`config.mk`:
```
export PLATFORM = sky130hd
export DESIGN_NAME = tecap_top
export DESIGN_NICKNAME = d
export VERILOG_FILES = /design/src/tecap_pkg.sv /design/src/tecap_channel.sv /design/src/tecap_top.sv
export SDC_FILE = /design/constraint.sdc
export NUM_CORES = 1
export LEC_CHECK = 0
export ABC_AREA = 1
export BUFFER_PORTS_ARGS = -buffer_cell sky130_fd_sc_hd__buf_2
export CAP_MARGIN = 40
export CORE_MARGIN = 2
export CORE_UTILIZATION = 40
export CTS_BUF_LIST = sky130_fd_sc_hd__clkbuf_2 sky130_fd_sc_hd__clkbuf_4 sky130_fd_sc_hd__clkbuf_8
export DETAILED_ROUTE_END_ITERATION = 10
export GPL_TIMING_DRIVEN = 0
export MAX_ROUTING_LAYER = met4
export PLACE_DENSITY = 0.62
export REMOVE_ABC_BUFFERS = 1
export SLEW_MARGIN = 40
export SYNTH_ARGS = -nofsm -noshare
export SYNTH_HDL_FRONTEND = slang
export SYNTH_SLANG_ARGS = --single-unit
export TNS_END_PERCENT = 5
```
`constraint.sdc`:
```
create_clock -name pclk -period 4.1 [get_ports pclk]
set_clock_uncertainty 0.05 [all_clocks]
set_input_delay 0.82 -clock pclk [delete_from_list [all_inputs] [get_ports pclk]]
set_output_delay 0.82 -clock pclk [all_outputs]
set_load 0.01 [all_outputs]
```
`src/tecap_pkg.sv`:
```
// Constants, register map and state types of the timer event count and capture unit
// How it works
// RQ1 - Software enables unit clock, then programs prescaler
// RQ2 - Unit disable resets everything, ignores register writes
// RQ3 - Input noise filter bypassed by select bit 0
// RQ4 - Software sets mode, reload, output enable first
// RQ5 - Start trigger sets enable status, self-clears
// RQ6 - Event start loads counter, waits for edge
// RQ7 - Each edge decrements; at zero reload and interrupt
// RQ8 - Software only rewrites data while counting
// RQ9 - Stop trigger clears enable, freezes counter
// RQ10 - Capture mode counts up from zero
// RQ11 - Edge captures, clears counter, interrupts, one clock
// RQ12 - Start trigger while running captures by software
// RQ13 - Capture updates overflow flag from wrap history
// RQ14 - Multiple wraps still just set overflow
// RQ15 - Interval equals period times full count
// RQ16 - Input sampled on selected operation clock
// RQ17 - Software selects edge start trigger code 001
// RQ18 - Switch bit routes serial receive to channel 7
// RQ19 - Channel 3 selects any of four clocks
// RQ20 - Only channels 3, 5, 6, 7 implemented
// RQ21 - Output enable 0 keeps timer output unchanged
// RQ22 - Software keeps master output mode, level zero
// RQ23 - Interrupt after reload value plus one edges
// RQ24 - Rewritten reload applies only at next reload
// RQ25 - Sixteen bit counter, upward wrap counts overflow
package tecap_pkg;

    // ********************************************************************
    // Sizes and channel numbering
    // ********************************************************************
    localparam int NUM_CH   = 4;
    localparam int CNT_W    = 16;
    localparam int PS_W     = 4;
    localparam int NUM_CK   = 4;
    localparam int SWITCHED_CH = 3;          // Index of channel 7
    localparam int CH3_IDX     = 0;          // Index of channel 3
    localparam int ISC_BIT     = 1;

    // ********************************************************************
    // Register map (byte addresses)
    // ********************************************************************
    localparam logic [11:0] ADDR_PER   = 12'h000; // peripheral_enable_reg
    localparam logic [11:0] ADDR_PS    = 12'h004; // prescaler_select_reg
    localparam logic [11:0] ADDR_NF    = 12'h008; // input_filter_enable_reg
    localparam logic [11:0] ADDR_ISC   = 12'h00c; // input switch control
    localparam logic [11:0] ADDR_START = 12'h010; // start trigger bits
    localparam logic [11:0] ADDR_STOP  = 12'h014; // stop trigger bits
    localparam logic [11:0] ADDR_EN    = 12'h018; // enable status bits
    localparam logic [11:0] ADDR_TOE   = 12'h01c; // output enable bits
    localparam logic [11:0] ADDR_TO    = 12'h020; // timer output values
    localparam logic [5:0]  CH_BLOCK   = 6'h01;   // Channel blocks at 0x40 + 0x10*idx
    localparam logic [1:0]  CH_MODE    = 2'h0;
    localparam logic [1:0]  CH_DATA    = 2'h1;
    localparam logic [1:0]  CH_CNT     = 2'h2;
    localparam logic [1:0]  CH_STAT    = 2'h3;

    // ********************************************************************
    // Mode register field codes and reset values
    // ********************************************************************
    localparam logic [2:0] OPM_EVENT   = 3'h3;
    localparam logic [2:0] OPM_CAPTURE = 3'h2;
    localparam logic [2:0] STS_EDGE    = 3'h1;
    localparam logic [1:0] CIS_FALL    = 2'h0;
    localparam logic [1:0] CIS_RISE    = 2'h1;
    localparam logic [CNT_W-1:0] CNT_ZERO = 16'h0000;
    localparam logic [CNT_W-1:0] CNT_FULL = 16'hffff;
    localparam logic [15:0] DIV_ONE    = 16'h0001;

    typedef struct packed {
        logic [1:0] operation_clock_select;
        logic [2:0] rsv_a;
        logic [2:0] start_trigger_select;
        logic [1:0] edge_select;
        logic [1:0] rsv_b;
        logic [2:0] op_mode;
        logic       start_interrupt_select;
    } tecap_mode_s;

    // Per-channel state
    typedef struct packed {
        tecap_mode_s      mode;
        logic [CNT_W-1:0] data;
        logic [CNT_W-1:0] cnt;
        logic             overflow_flag;
        logic             wrapped;
        logic             en;
        logic [1:0]       samp;
        logic             filt;
        logic             intr;
        logic             tout;
    } tecap_ch_s;

    // Unit state
    typedef struct packed {
        logic              unit_clock_enable;
        logic [15:0]       ps;
        logic [NUM_CH-1:0] nf;
        logic              isc;
        logic [NUM_CH-1:0] toe;
        logic [15:0]       div;
        logic [31:0]       prdata;
        logic              pready;
        logic              pslverr;
    } tecap_top_s;

endpackage : tecap_pkg

```
`src/tecap_channel.sv`:
```
// One event count / interval capture channel
`timescale 1ns/1ps
`default_nettype none
module tecap_channel
    import tecap_pkg::*;
(
    input  wire logic             pclk,
    input  wire logic             presetn,
    input  wire logic             clr,
    input  wire logic             tick,
    input  wire logic             filt_en,
    input  wire logic             pin,
    input  wire logic             start,
    input  wire logic             stop,
    input  wire logic             toe,
    input  wire logic             mode_wr,
    input  wire logic             data_wr,
    input  wire logic             to_wr,
    input  wire logic [15:0]      wdata,
    output tecap_ch_s             st
);

    tecap_ch_s n;
    logic      filt_new;
    logic      edge_ok;
    logic      is_event;
    logic      is_capt;
    logic      cap;

    // ********************************************************************
    // Next state
    // ********************************************************************
    always_comb
    begin
        n        = st;
        n.intr   = 1'b0;
        is_event = (st.mode.op_mode == OPM_EVENT);
        is_capt  = (st.mode.op_mode == OPM_CAPTURE);
        // Samples only on the operation clock tick, hence one-tick jitter
        filt_new = st.filt;                                         // RQ16
        if (tick)
        begin
            n.samp = {st.samp[0], pin};
            if (!filt_en || (st.samp[0] == pin && st.samp[1] == pin)) // RQ3
                filt_new = pin;
        end
        n.filt = filt_new;
        // Edge detection on the filtered level
        unique case (st.mode.edge_select)
            CIS_FALL: edge_ok = st.filt & ~filt_new;
            CIS_RISE: edge_ok = ~st.filt & filt_new;
            default:  edge_ok = st.filt ^ filt_new;
        endcase
        if (mode_wr)
            n.mode = tecap_mode_s'(wdata);
        if (data_wr)
            n.data = wdata;                                         // RQ24
        if (to_wr)
            n.tout = wdata[0];
        cap = 1'b0;
        if (start && !st.en)
        begin
            n.en      = 1'b1;                                       // RQ5
            n.cnt     = is_event ? st.data : CNT_ZERO;              // RQ6 RQ10
            n.wrapped = 1'b0;
            n.intr    = st.mode.start_interrupt_select;
        end
        else if (st.en && is_event)
        begin
            if (edge_ok)
            begin
                if (st.cnt == CNT_ZERO)
                begin
                    n.cnt  = st.data;                               // RQ7 RQ23
                    n.intr = 1'b1;
                end
                else
                    n.cnt = st.cnt - 16'h0001;                      // RQ7
            end
        end
        else if (st.en && is_capt)
        begin
            cap = start                                             // RQ12
                | (edge_ok && st.mode.start_trigger_select == STS_EDGE);
            if (cap)
            begin
                // Capture, clear and interrupt share one clock
                n.data          = st.cnt;                           // RQ11 RQ15
                n.cnt           = CNT_ZERO;
                n.overflow_flag = st.wrapped                        // RQ13 RQ14
                                | (tick && st.cnt == CNT_FULL);
                n.wrapped       = 1'b0;
                n.intr          = 1'b1;
            end
            else if (tick)
            begin
                n.cnt = st.cnt + 16'h0001;                          // RQ10 RQ25
                if (st.cnt == CNT_FULL)
                    n.wrapped = 1'b1;                               // RQ25
            end
        end
        // Stop wins over a start in the same cycle
        if (stop)
            n.en = 1'b0;                                            // RQ9
        if (n.intr && toe)
            n.tout = ~st.tout;                                      // RQ21
        if (clr)
            n = '0;                                                 // RQ2
    end

    // State register
    always_ff @(posedge pclk or negedge presetn)
    begin
        if (!presetn)
            st <= '0;
        else
            st <= n;
    end

endmodule : tecap_channel
`default_nettype wire

```
`src/tecap_top.sv`:
```
// Timer event count and interval capture unit with APB register access
`timescale 1ns/1ps
`default_nettype none
module tecap_top
    import tecap_pkg::*;
(
    input  wire logic              pclk,
    input  wire logic              presetn,
    input  wire logic              psel,
    input  wire logic              penable,
    input  wire logic              pwrite,
    input  wire logic [11:0]       paddr,
    input  wire logic [31:0]       pwdata,
    output logic      [31:0]       prdata,
    output logic                   pready,
    output logic                   pslverr,
    input  wire logic [NUM_CH-1:0] timer_input_pin,
    input  wire logic              serial_receive_pin,
    output logic      [NUM_CH-1:0] channel_interrupt,
    output logic      [NUM_CH-1:0] timer_output_value
);

    tecap_top_s        s;
    tecap_top_s        next_s;
    tecap_ch_s         ch [NUM_CH];
    logic [NUM_CK-1:0] ck_tick;
    logic              wr;
    logic              setup;
    logic              ch_hit;
    logic [1:0]        ch_idx;
    logic [1:0]        ch_reg;
    logic [NUM_CH-1:0] start_v;
    logic [NUM_CH-1:0] stop_v;
    logic [NUM_CH-1:0] en_v;
    logic [NUM_CH-1:0] mode_wr;
    logic [NUM_CH-1:0] data_wr;
    logic              to_wr_any;
    logic [31:0]       rd;
    logic              rd_err;

    // ********************************************************************
    // APB decode
    // ********************************************************************
    // Write lands on the access edge, which always carries pready high
    assign setup  = psel & ~penable;
    assign wr     = psel & penable & pwrite & s.pready;
    assign ch_hit = (paddr[11:6] == CH_BLOCK);
    assign ch_idx = paddr[5:4];
    assign ch_reg = paddr[3:2];

    // Trigger and write strobes; dropped while the unit is disabled
    always_comb
    begin
        start_v   = '0;
        stop_v    = '0;
        mode_wr   = '0;
        data_wr   = '0;
        to_wr_any = 1'b0;
        if (wr && s.unit_clock_enable)                              // RQ2
        begin
            if (paddr == ADDR_START)
                start_v = pwdata[NUM_CH-1:0];                       // RQ5
            if (paddr == ADDR_STOP)
                stop_v = pwdata[NUM_CH-1:0];                        // RQ9
            if (paddr == ADDR_TO)
                to_wr_any = 1'b1;
            if (ch_hit && ch_reg == CH_MODE)
                mode_wr[ch_idx] = 1'b1;
            if (ch_hit && ch_reg == CH_DATA)
                data_wr[ch_idx] = 1'b1;
        end
    end

    // ********************************************************************
    // Prescaled clock enables
    // ********************************************************************
    // Each clock is a one-cycle pulse every 2^setting cycles of pclk
    generate
        for (genvar k = 0; k < NUM_CK; k++)
        begin : g_ck
            logic [PS_W-1:0] sel;
            logic [15:0]     mask;
            assign sel        = s.ps[k*PS_W +: PS_W];
            assign mask       = (DIV_ONE << sel) - DIV_ONE;
            assign ck_tick[k] = s.unit_clock_enable && ((s.div & mask) == mask);
        end
    endgenerate

    // ********************************************************************
    // Channels 3, 5, 6 and 7
    // ********************************************************************
    generate
        for (genvar c = 0; c < NUM_CH; c++)
        begin : g_ch                                                // RQ20
            logic [1:0] cks;
            logic [1:0] ck_idx;
            logic       pin_sel;
            assign cks = ch[c].mode.operation_clock_select;
            // Only channel 3 may reach the two extra clocks
            assign ck_idx  = (c == CH3_IDX) ? {cks[0], cks[1]}      // RQ19
                                            : {1'b0, cks[1]};
            assign pin_sel = (c == SWITCHED_CH && s.isc)            // RQ18
                           ? serial_receive_pin : timer_input_pin[c];
            assign en_v[c]  = ch[c].en;
            assign channel_interrupt[c]  = ch[c].intr;
            assign timer_output_value[c] = ch[c].tout;

            tecap_channel u_ch (
                .pclk    (pclk),
                .presetn (presetn),
                .clr     (~s.unit_clock_enable),
                .tick    (ck_tick[ck_idx]),
                .filt_en (s.nf[c]),
                .pin     (pin_sel),
                .start   (start_v[c]),
                .stop    (stop_v[c]),
                .toe     (s.toe[c]),
                .mode_wr (mode_wr[c]),
                .data_wr (data_wr[c]),
                .to_wr   (to_wr_any),
                .wdata   (to_wr_any ? {15'h0000, pwdata[c]} : pwdata[15:0]),
                .st      (ch[c])
            );
        end
    endgenerate

    // ********************************************************************
    // Read mux
    // ********************************************************************
    // Reads from a disabled unit see reset values since all state is cleared
    always_comb
    begin
        rd     = 32'h0000_0000;
        rd_err = 1'b0;
        if (ch_hit)
        begin
            unique case (ch_reg)
                CH_MODE: rd[15:0] = ch[ch_idx].mode;
                CH_DATA: rd[15:0] = ch[ch_idx].data;
                CH_CNT:  rd[15:0] = ch[ch_idx].cnt;
                CH_STAT: rd[0]    = ch[ch_idx].overflow_flag;
            endcase
        end
        else
        begin
            unique case (paddr)
                ADDR_PER:   rd[0]          = s.unit_clock_enable;
                ADDR_PS:    rd[15:0]       = s.ps;
                ADDR_NF:    rd[NUM_CH-1:0] = s.nf;
                ADDR_ISC:   rd[ISC_BIT]    = s.isc;
                ADDR_START: rd             = 32'h0000_0000;
                ADDR_STOP:  rd             = 32'h0000_0000;
                ADDR_EN:    rd[NUM_CH-1:0] = en_v;
                ADDR_TOE:   rd[NUM_CH-1:0] = s.toe;
                ADDR_TO:    rd[NUM_CH-1:0] = timer_output_value;
                default:    rd_err         = 1'b1;
            endcase
        end
    end

    // ********************************************************************
    // Unit state
    // ********************************************************************
    always_comb
    begin
        next_s         = s;
        next_s.div     = s.div + 16'h0001;
        // Answer in the first access cycle, from flops loaded at setup
        next_s.pready  = setup;
        next_s.pslverr = setup & rd_err;
        if (setup)
            next_s.prdata = rd;
        if (wr && paddr == ADDR_PER)
            next_s.unit_clock_enable = pwdata[0];                   // RQ1
        if (wr && s.unit_clock_enable)                              // RQ2
        begin
            unique case (paddr)
                ADDR_PS:  next_s.ps  = pwdata[15:0];
                ADDR_NF:  next_s.nf  = pwdata[NUM_CH-1:0];
                ADDR_ISC: next_s.isc = pwdata[ISC_BIT];
                ADDR_TOE: next_s.toe = pwdata[NUM_CH-1:0];
                default:  next_s.isc = s.isc;
            endcase
        end
        // A disabled unit holds every setting and divider at reset value
        if (!s.unit_clock_enable)                                   // RQ2
        begin
            next_s.ps  = '0;
            next_s.nf  = '0;
            next_s.isc = 1'b0;
            next_s.toe = '0;
            next_s.div = '0;
        end
    end

    always_ff @(posedge pclk or negedge presetn)
    begin
        if (!presetn)
            s <= '0;
        else
            s <= next_s;
    end

    assign prdata  = s.prdata;
    assign pready  = s.pready;
    assign pslverr = s.pslverr;

endmodule : tecap_top
`default_nettype wire
```
Word-level counts from Yosys, hierarchy flattened
Index checks and enable logic that the tools add are counted.

Flip-flop bits (word level): 284. Bits of input ports: 54. Word-level logic and storage cells: 508.

Add/sub/neg operators: 13. Magnitude comparators: 7. Equal/unequal tests: 109. Shift-type cells: 4. Multiplexer cells: 183. Bitwise operators: 43. Reductions and logical operators: 76.

Operator list (count): $mux 16 (54); $mux 56 (6); $mux 34 (4); $sub 16x1->16 const B (8); $bmux 56 s2 (1); $mux 1 (86); $add 16x1->16 const B (5); $and 16x16->16 (4); $eq 16x16->1 (4); $eq 16x16->1 const B (4); $logic_not 16->1 (4); $shl 1x4->16 const A (4); $eq 12x5->1 const B (4); $ne 4x1->1 const B (12); $pmux 15 s3 (1); $ne 2x1->1 const B (21); $mux 41 (1); $mux 4 (10); $logic_and 1x1->1 (37); $ne 3x1->1 const B (12); $reduce_and 4->1 (8); $mux 25 (1); $eq 12x4->1 const B (2); $eq 3x2->1 const B (8); 35 further kinds (134).

Logic depth before layout (Yosys ltp)
Word-level depth: 20. Gate-level depth with buffers: 33. Gate-level depth less buffers: 32.

By module
A second synthesis with hierarchy kept.

Cell total of the unflattened synthesis: 3220. Area, all modules: 21745.9 sq um.

By module, submodules not included: tecap_channel at g_ch[0].u_ch ... (instances 3, cells an instance 541, area an instance 3891.2 sq um, sequential area each 1401.3 sq um); tecap_top (instances 1, cells an instance 1060, area an instance 6104.6 sq um, sequential area each 1476.4 sq um); tecap_channel at g_ch[3].u_ch (instances 1, cells an instance 537, area an instance 3967.6 sq um, sequential area each 1401.3 sq um).

Least setup slack after synthesis
OpenSTA, ideal clock, no wires.

Kind: register to register. From: reg s, in the netlist g_ck[2].sel[3]. To: reg g_ch[0].u_ch.st[15] (netlist bit). Library setup time: 0.117 ns. Data arrival time: 3.586 ns. Data required time: 3.933 ns. Slack: 0.347 ns. Stages on the path, launching flop included: 30. Buffers on the path: 3. Period minus slack after synthesis: 3.753 ns. Cell sequence: dfrtp_1 buf_2 nor2_1 inv_1 nor2_1 inv_1 ha_1 clkbuf_1 o21bai_1 nand3_1 nand2_1 nor2_1 nand3_1 nand2_1 nand3_2 nand2_1 nand2_1 nand2_1 inv_1 ha_1 inv_1 o21ai_0 nor2_1 nor2_2 nand2_1 nor3_2 nand3_4 buf_4 nand3b_1 nand2_1.

Cells in the longest elaborated chain, start to end: 18. Elaborated cells between the ends (all ways): 23.

RTL lines: start, declared (RTL line tecap_top.sv:23) `tecap_top_s s;`; start signal, assigned (RTL line tecap_top.sv:201) `s <= next_s;`; $shl 1x4->16 * (RTL line tecap_top.sv:84) `assign mask = (DIV_ONE << sel) - DIV_ONE;`; $sub 16x1->16 * (RTL line tecap_top.sv:84); $and 16x16->16 (RTL line tecap_top.sv:85) `assign ck_tick[k] = s.unit_clock_enable && ((s.div & mask) == mask);`; $eq 16x16->1 * (RTL line tecap_top.sv:85); $logic_and 1x1->1 * (RTL line tecap_top.sv:85); $bmux 1 s2 * (RTL line tecap_top.sv:112) `.tick (ck_tick[ck_idx]),`; $mux 1 (implied by the code) * (RTL line tecap_top.sv:112); $mux 1 (RTL line tecap_channel.sv:41) `if (tick)`; [2 not listed]; $pmux 1 s2 (RTL line tecap_channel.sv:49) `unique case (st.mode.edge_select)`; $logic_and 1x1->1 (RTL line tecap_channel.sv:84) `| (edge_ok && st.mode.start_trigger_select == STS_EDGE);`; $or 1x1->1 (RTL line tecap_channel.sv:84); $mux 16 (RTL line tecap_channel.sv:85) `if (cap)`; $mux 34 (RTL line tecap_channel.sv:81) `else if (st.en && is_capt)`; $mux 16 (RTL line tecap_channel.sv:68) `else if (st.en && is_event)`; $mux 16 (RTL line tecap_channel.sv:61) `if (start && !st.en)`; $mux 56 (RTL line tecap_channel.sv:107) `if (clr)`; end signal, assigned (RTL line tecap_channel.sv:117) `st <= n;`; end, declared (RTL line tecap_channel.sv:20) `output tecap_ch_s st`.

Mark *: on every way between the ends. The rest lies on a longest branch, timed or not. The select of a mux whose other input is x is not followed. A chain may end at the register's enable or synchronous reset.

Final worst setup path
From: in paddr[5]. To: reg g_ch[0].u_ch.st[8] (netlist bit).

Cells in the longest elaborated chain, start to end: 9. Elaborated cells between the ends (all ways): 14.

RTL lines: start, declared (RTL line tecap_top.sv:12) `input wire logic [11:0] paddr,`; $eq 12x5->1 * (RTL line tecap_top.sv:61) `if (paddr == ADDR_START)`; $mux 4 * (RTL line tecap_top.sv:61); $mux 4 * (RTL line tecap_top.sv:59) `if (wr && s.unit_clock_enable)`; $or 1x1->1 (RTL line tecap_channel.sv:84); $mux 16 (RTL line tecap_channel.sv:85); $mux 34 (RTL line tecap_channel.sv:81); $mux 16 (RTL line tecap_channel.sv:68); $mux 16 (RTL line tecap_channel.sv:61); $mux 56 (RTL line tecap_channel.sv:107).

Marks and branches as above.

==> impl_metrics.yaml <==
sta:
  hold_violations: 0
  min_period_ns: 3.99
  layout_setup_ws_ns: 0.115
  tns_ns: 0
  slew_headroom: 0.346
  worstMarginPinSlew_ns: 0.974
  holdWs_ns: 0.365
  finalSetupViolations: 0
  grt_setup_unrepaired: "yes"
  timing.fmax_ghz: 0.251
  slew_violations: 0
  period_share: 0.972
finish:
  multi_input_comb_area_sq_um: 12600
  layout-drive-gt1-share: 0.138
  final_cell_area_sq_um: 24100
  regArea_sq_um: 7110
  fill_cells: 5440
  nets: 3256
  final_cell_mix: "808 x nand2_1, 295 x o21ai_0, 272 x inv_1"
  syn_to_final_growth_pct: 14.3
  layout_commonest_cell: "nand2_1"
detailed_routing:
  drt.antenna.violating_nets: 0
  first_pass_iters: 6
  vias_per_cell: 5.89
  routed_wl_um: 86700
  drc: 0
  vias: 23000
  avgRoutedWirePerCell_um: 22.2
  drt_iter0_markers: 3095
clock_network:
  cts_made_buffers: 52
  cts_tree: "done"
  cts_root_buf: "clkbuf_8"
  clk_pin_slew_worst_paths_ns: 0.06
  cts_num_sinks: 283
  cts.path.max_buffers: 3
  htreeDepth: 2
  clk-insertion-delay-late_ns: 0.68
worst_setup_path:
  cp-start-kind: "primary input"
  crit_fanout: 31
  end_kind: "flop"
  cp.required_ns: 4.60
  crit_type: "primary input to flop"
  cp_data_arrival_time_ns: 4.48
global_route:
  grt_first_pass_wirelength_um: 128000
  grt_antenna_before_repair: 1
  track_usage: 0.318
  grt_overflow: 0
  grt_max_degree: 71
  grt_pass1_vias: 20800
place:
  io_buffers: 63
  dpl_worst_slack_ns: -0.983
  hpwl_um: 61200
  gp_congestion: 1.01
  place_area_sq_um: 21700
pwr:
  max-vdd-ir-drop_mv: 0.217
  leakage_nw: 10.2
  power.total_mw: 6.27
  powerDensity_nw_per_um2: 260
run:
  maxCapViolations: 0
synth:
  syn_area_sq_um: 21100
  synth_cells: 3176
  yosys.cell_types.count: 53
  yosysSeqAreaShare: 0.336
  ys_ff_latch: 283
  yosys_warnings: 0
  syn_avg_cell_area_sq_um: 6.64
floorplanning:
  design.core.area_sq_um: 52300
  std_cell_rows: 84
  fp.dieH_um: 234
  ios: 96
  die_area_sq_um: 54600
  die_w_um: 234
  start_util: 0.403
min_path:
  hold_class: "primary input to flop"
status:
  status: "finished clean"
-- sequential cells by signal, summed over array words and instances (netlist names) --
register	count
s	25
pslverr	1
prdata	16
g_ck.sel	16
g_ch.u_ch.st	224
pready	1
-- critical path, cell delays in order --
cell     delay [ns]
buf_2          0.15
inv_2          0.09
nand2_2        0.40
inv_4          0.58
nand2_1        0.12
nor3_2         0.30
nand3_1        0.27
nor2_2         0.68
inv_2          0.32
nand3_1        0.14
o31ai_1        0.09
inv_2          0.09
buf_12         0.17
nand2_8        0.10
nand2_2        0.07
nand2_2        0.05
-- final timing paths --
kind	start	endpoint	slack, ns	depth (start not counted)
max	paddr[5]	g_ch[0].u_ch.st[8]	0.11	16
min	pwdata[9]	g_ck[2].sel[1]	0.36	3
max reg2reg	g_ck[1].sel[3]	g_ch[0].u_ch.st[8]	0.15	28
min reg2reg	g_ch[0].u_ch.st[6]	g_ch[0].u_ch.st[6]	0.43	2
max in group asynchronous	presetn	g_ch[1].u_ch.st[16]	2.02	5
min in group asynchronous	presetn	g_ch[1].u_ch.st[44]	0.58	2
-- timing repair --
item / CTS / global route
setup endpoints to repair: 144 / 144
gates cloned: 4 / 4
hold buffers: 1 / 0
pin swaps: 15 / 45
resized for setup: 68 / 94
endpoints found under the hold margin: 41 / 0
setup buffers: 21 / 34
-- stage by stage --
stage / cells / utilization
2_1_floorplan: 2981 / -
3_3_place_gp: 3732 / 0.406
3_5_place_dp: 3749 / 0.415
4_1_cts: 3864 / 0.447
5_1_grt: 3905 / 0.460
6_report: 3905 / 0.460
-- per-layer routing --
| layer | GRT usage | vias to the layer above | part of all wire |
|---|---|---|---|
| li1 | - | 10600 | - |
| met4 | 0.147 | 0 | 0.050 |
| met1 | 0.427 | 10800 | 0.41 |
| met3 | 0.0691 | 226 | 0.11 |
| met5 | - | - | 0 |
| met2 | 0.454 | 1377 | 0.43 |
-- Yosys cell counts, drive strengths merged --
cell type	count	area (sq um)
o2111ai	6	52.6
conb	1	3.75
buf	98	629
nand3	244	1270
xnor2	5	43.8
o221ai	11	96.3
clkinv	1	3.75
a21boi	1	7.51
xor2	61	534
clkbuf	112	424
o21a	2	15.0
nor3	60	367
a21oi	114	571
a31oi	69	432
a22oi	39	293
a211oi	6	45.0
o32ai	1	8.76
o22a	1	8.76
o22ai	58	363
nand2	851	3240
inv	311	1170
nor2	308	1230
ha	21	263
nor4	9	87.6
o211ai	43	323
o21bai	3	22.5
or2	7	43.8
a221oi	6	52.6
mux2i	1	10.0
nand4	47	307
o31ai	12	90.1
nand3b	16	120
o21ai	368	1880
dfrtp	283	7080
-- power by group --
part           internal, mW  switching (mW)
Sequential             2.81          0.0118
Combinational        0.0697           0.238
Clock                  1.78            1.36
Total                  4.67            1.61
-- logic make-up (layout without fill, tap and decap cells) --
logic type                 Yosys count  count (layout)  share of synthesized area
AOI/OAI and AO/OA                  740             740                      0.202
adders and majority gates           21              21                     0.0125
DFF                                283             283                      0.336
and+or+nand+nor                   1542            1547                      0.316
xor gates and xnor gates            66              66                     0.0274
muxes                                1               1                   0.000475
other                                1              17                   0.000178
buffers and inverters              522             542                      0.106
-- final cells by class --
class / count / area share
clock buffer: 77 / 0.0409
multi-input combinational: 2391 / 0.521
timing repair buffer: 140 / 0.0500
clock inverter: 12 / 0.00716
tap: 688 / 0.0357
timing repair inverter: 1 / 0.000311
inverter: 312 / 0.0498
sequential: 283 / 0.295
antenna: 1 / 0.000104
(Power assumes the default switching activity.)
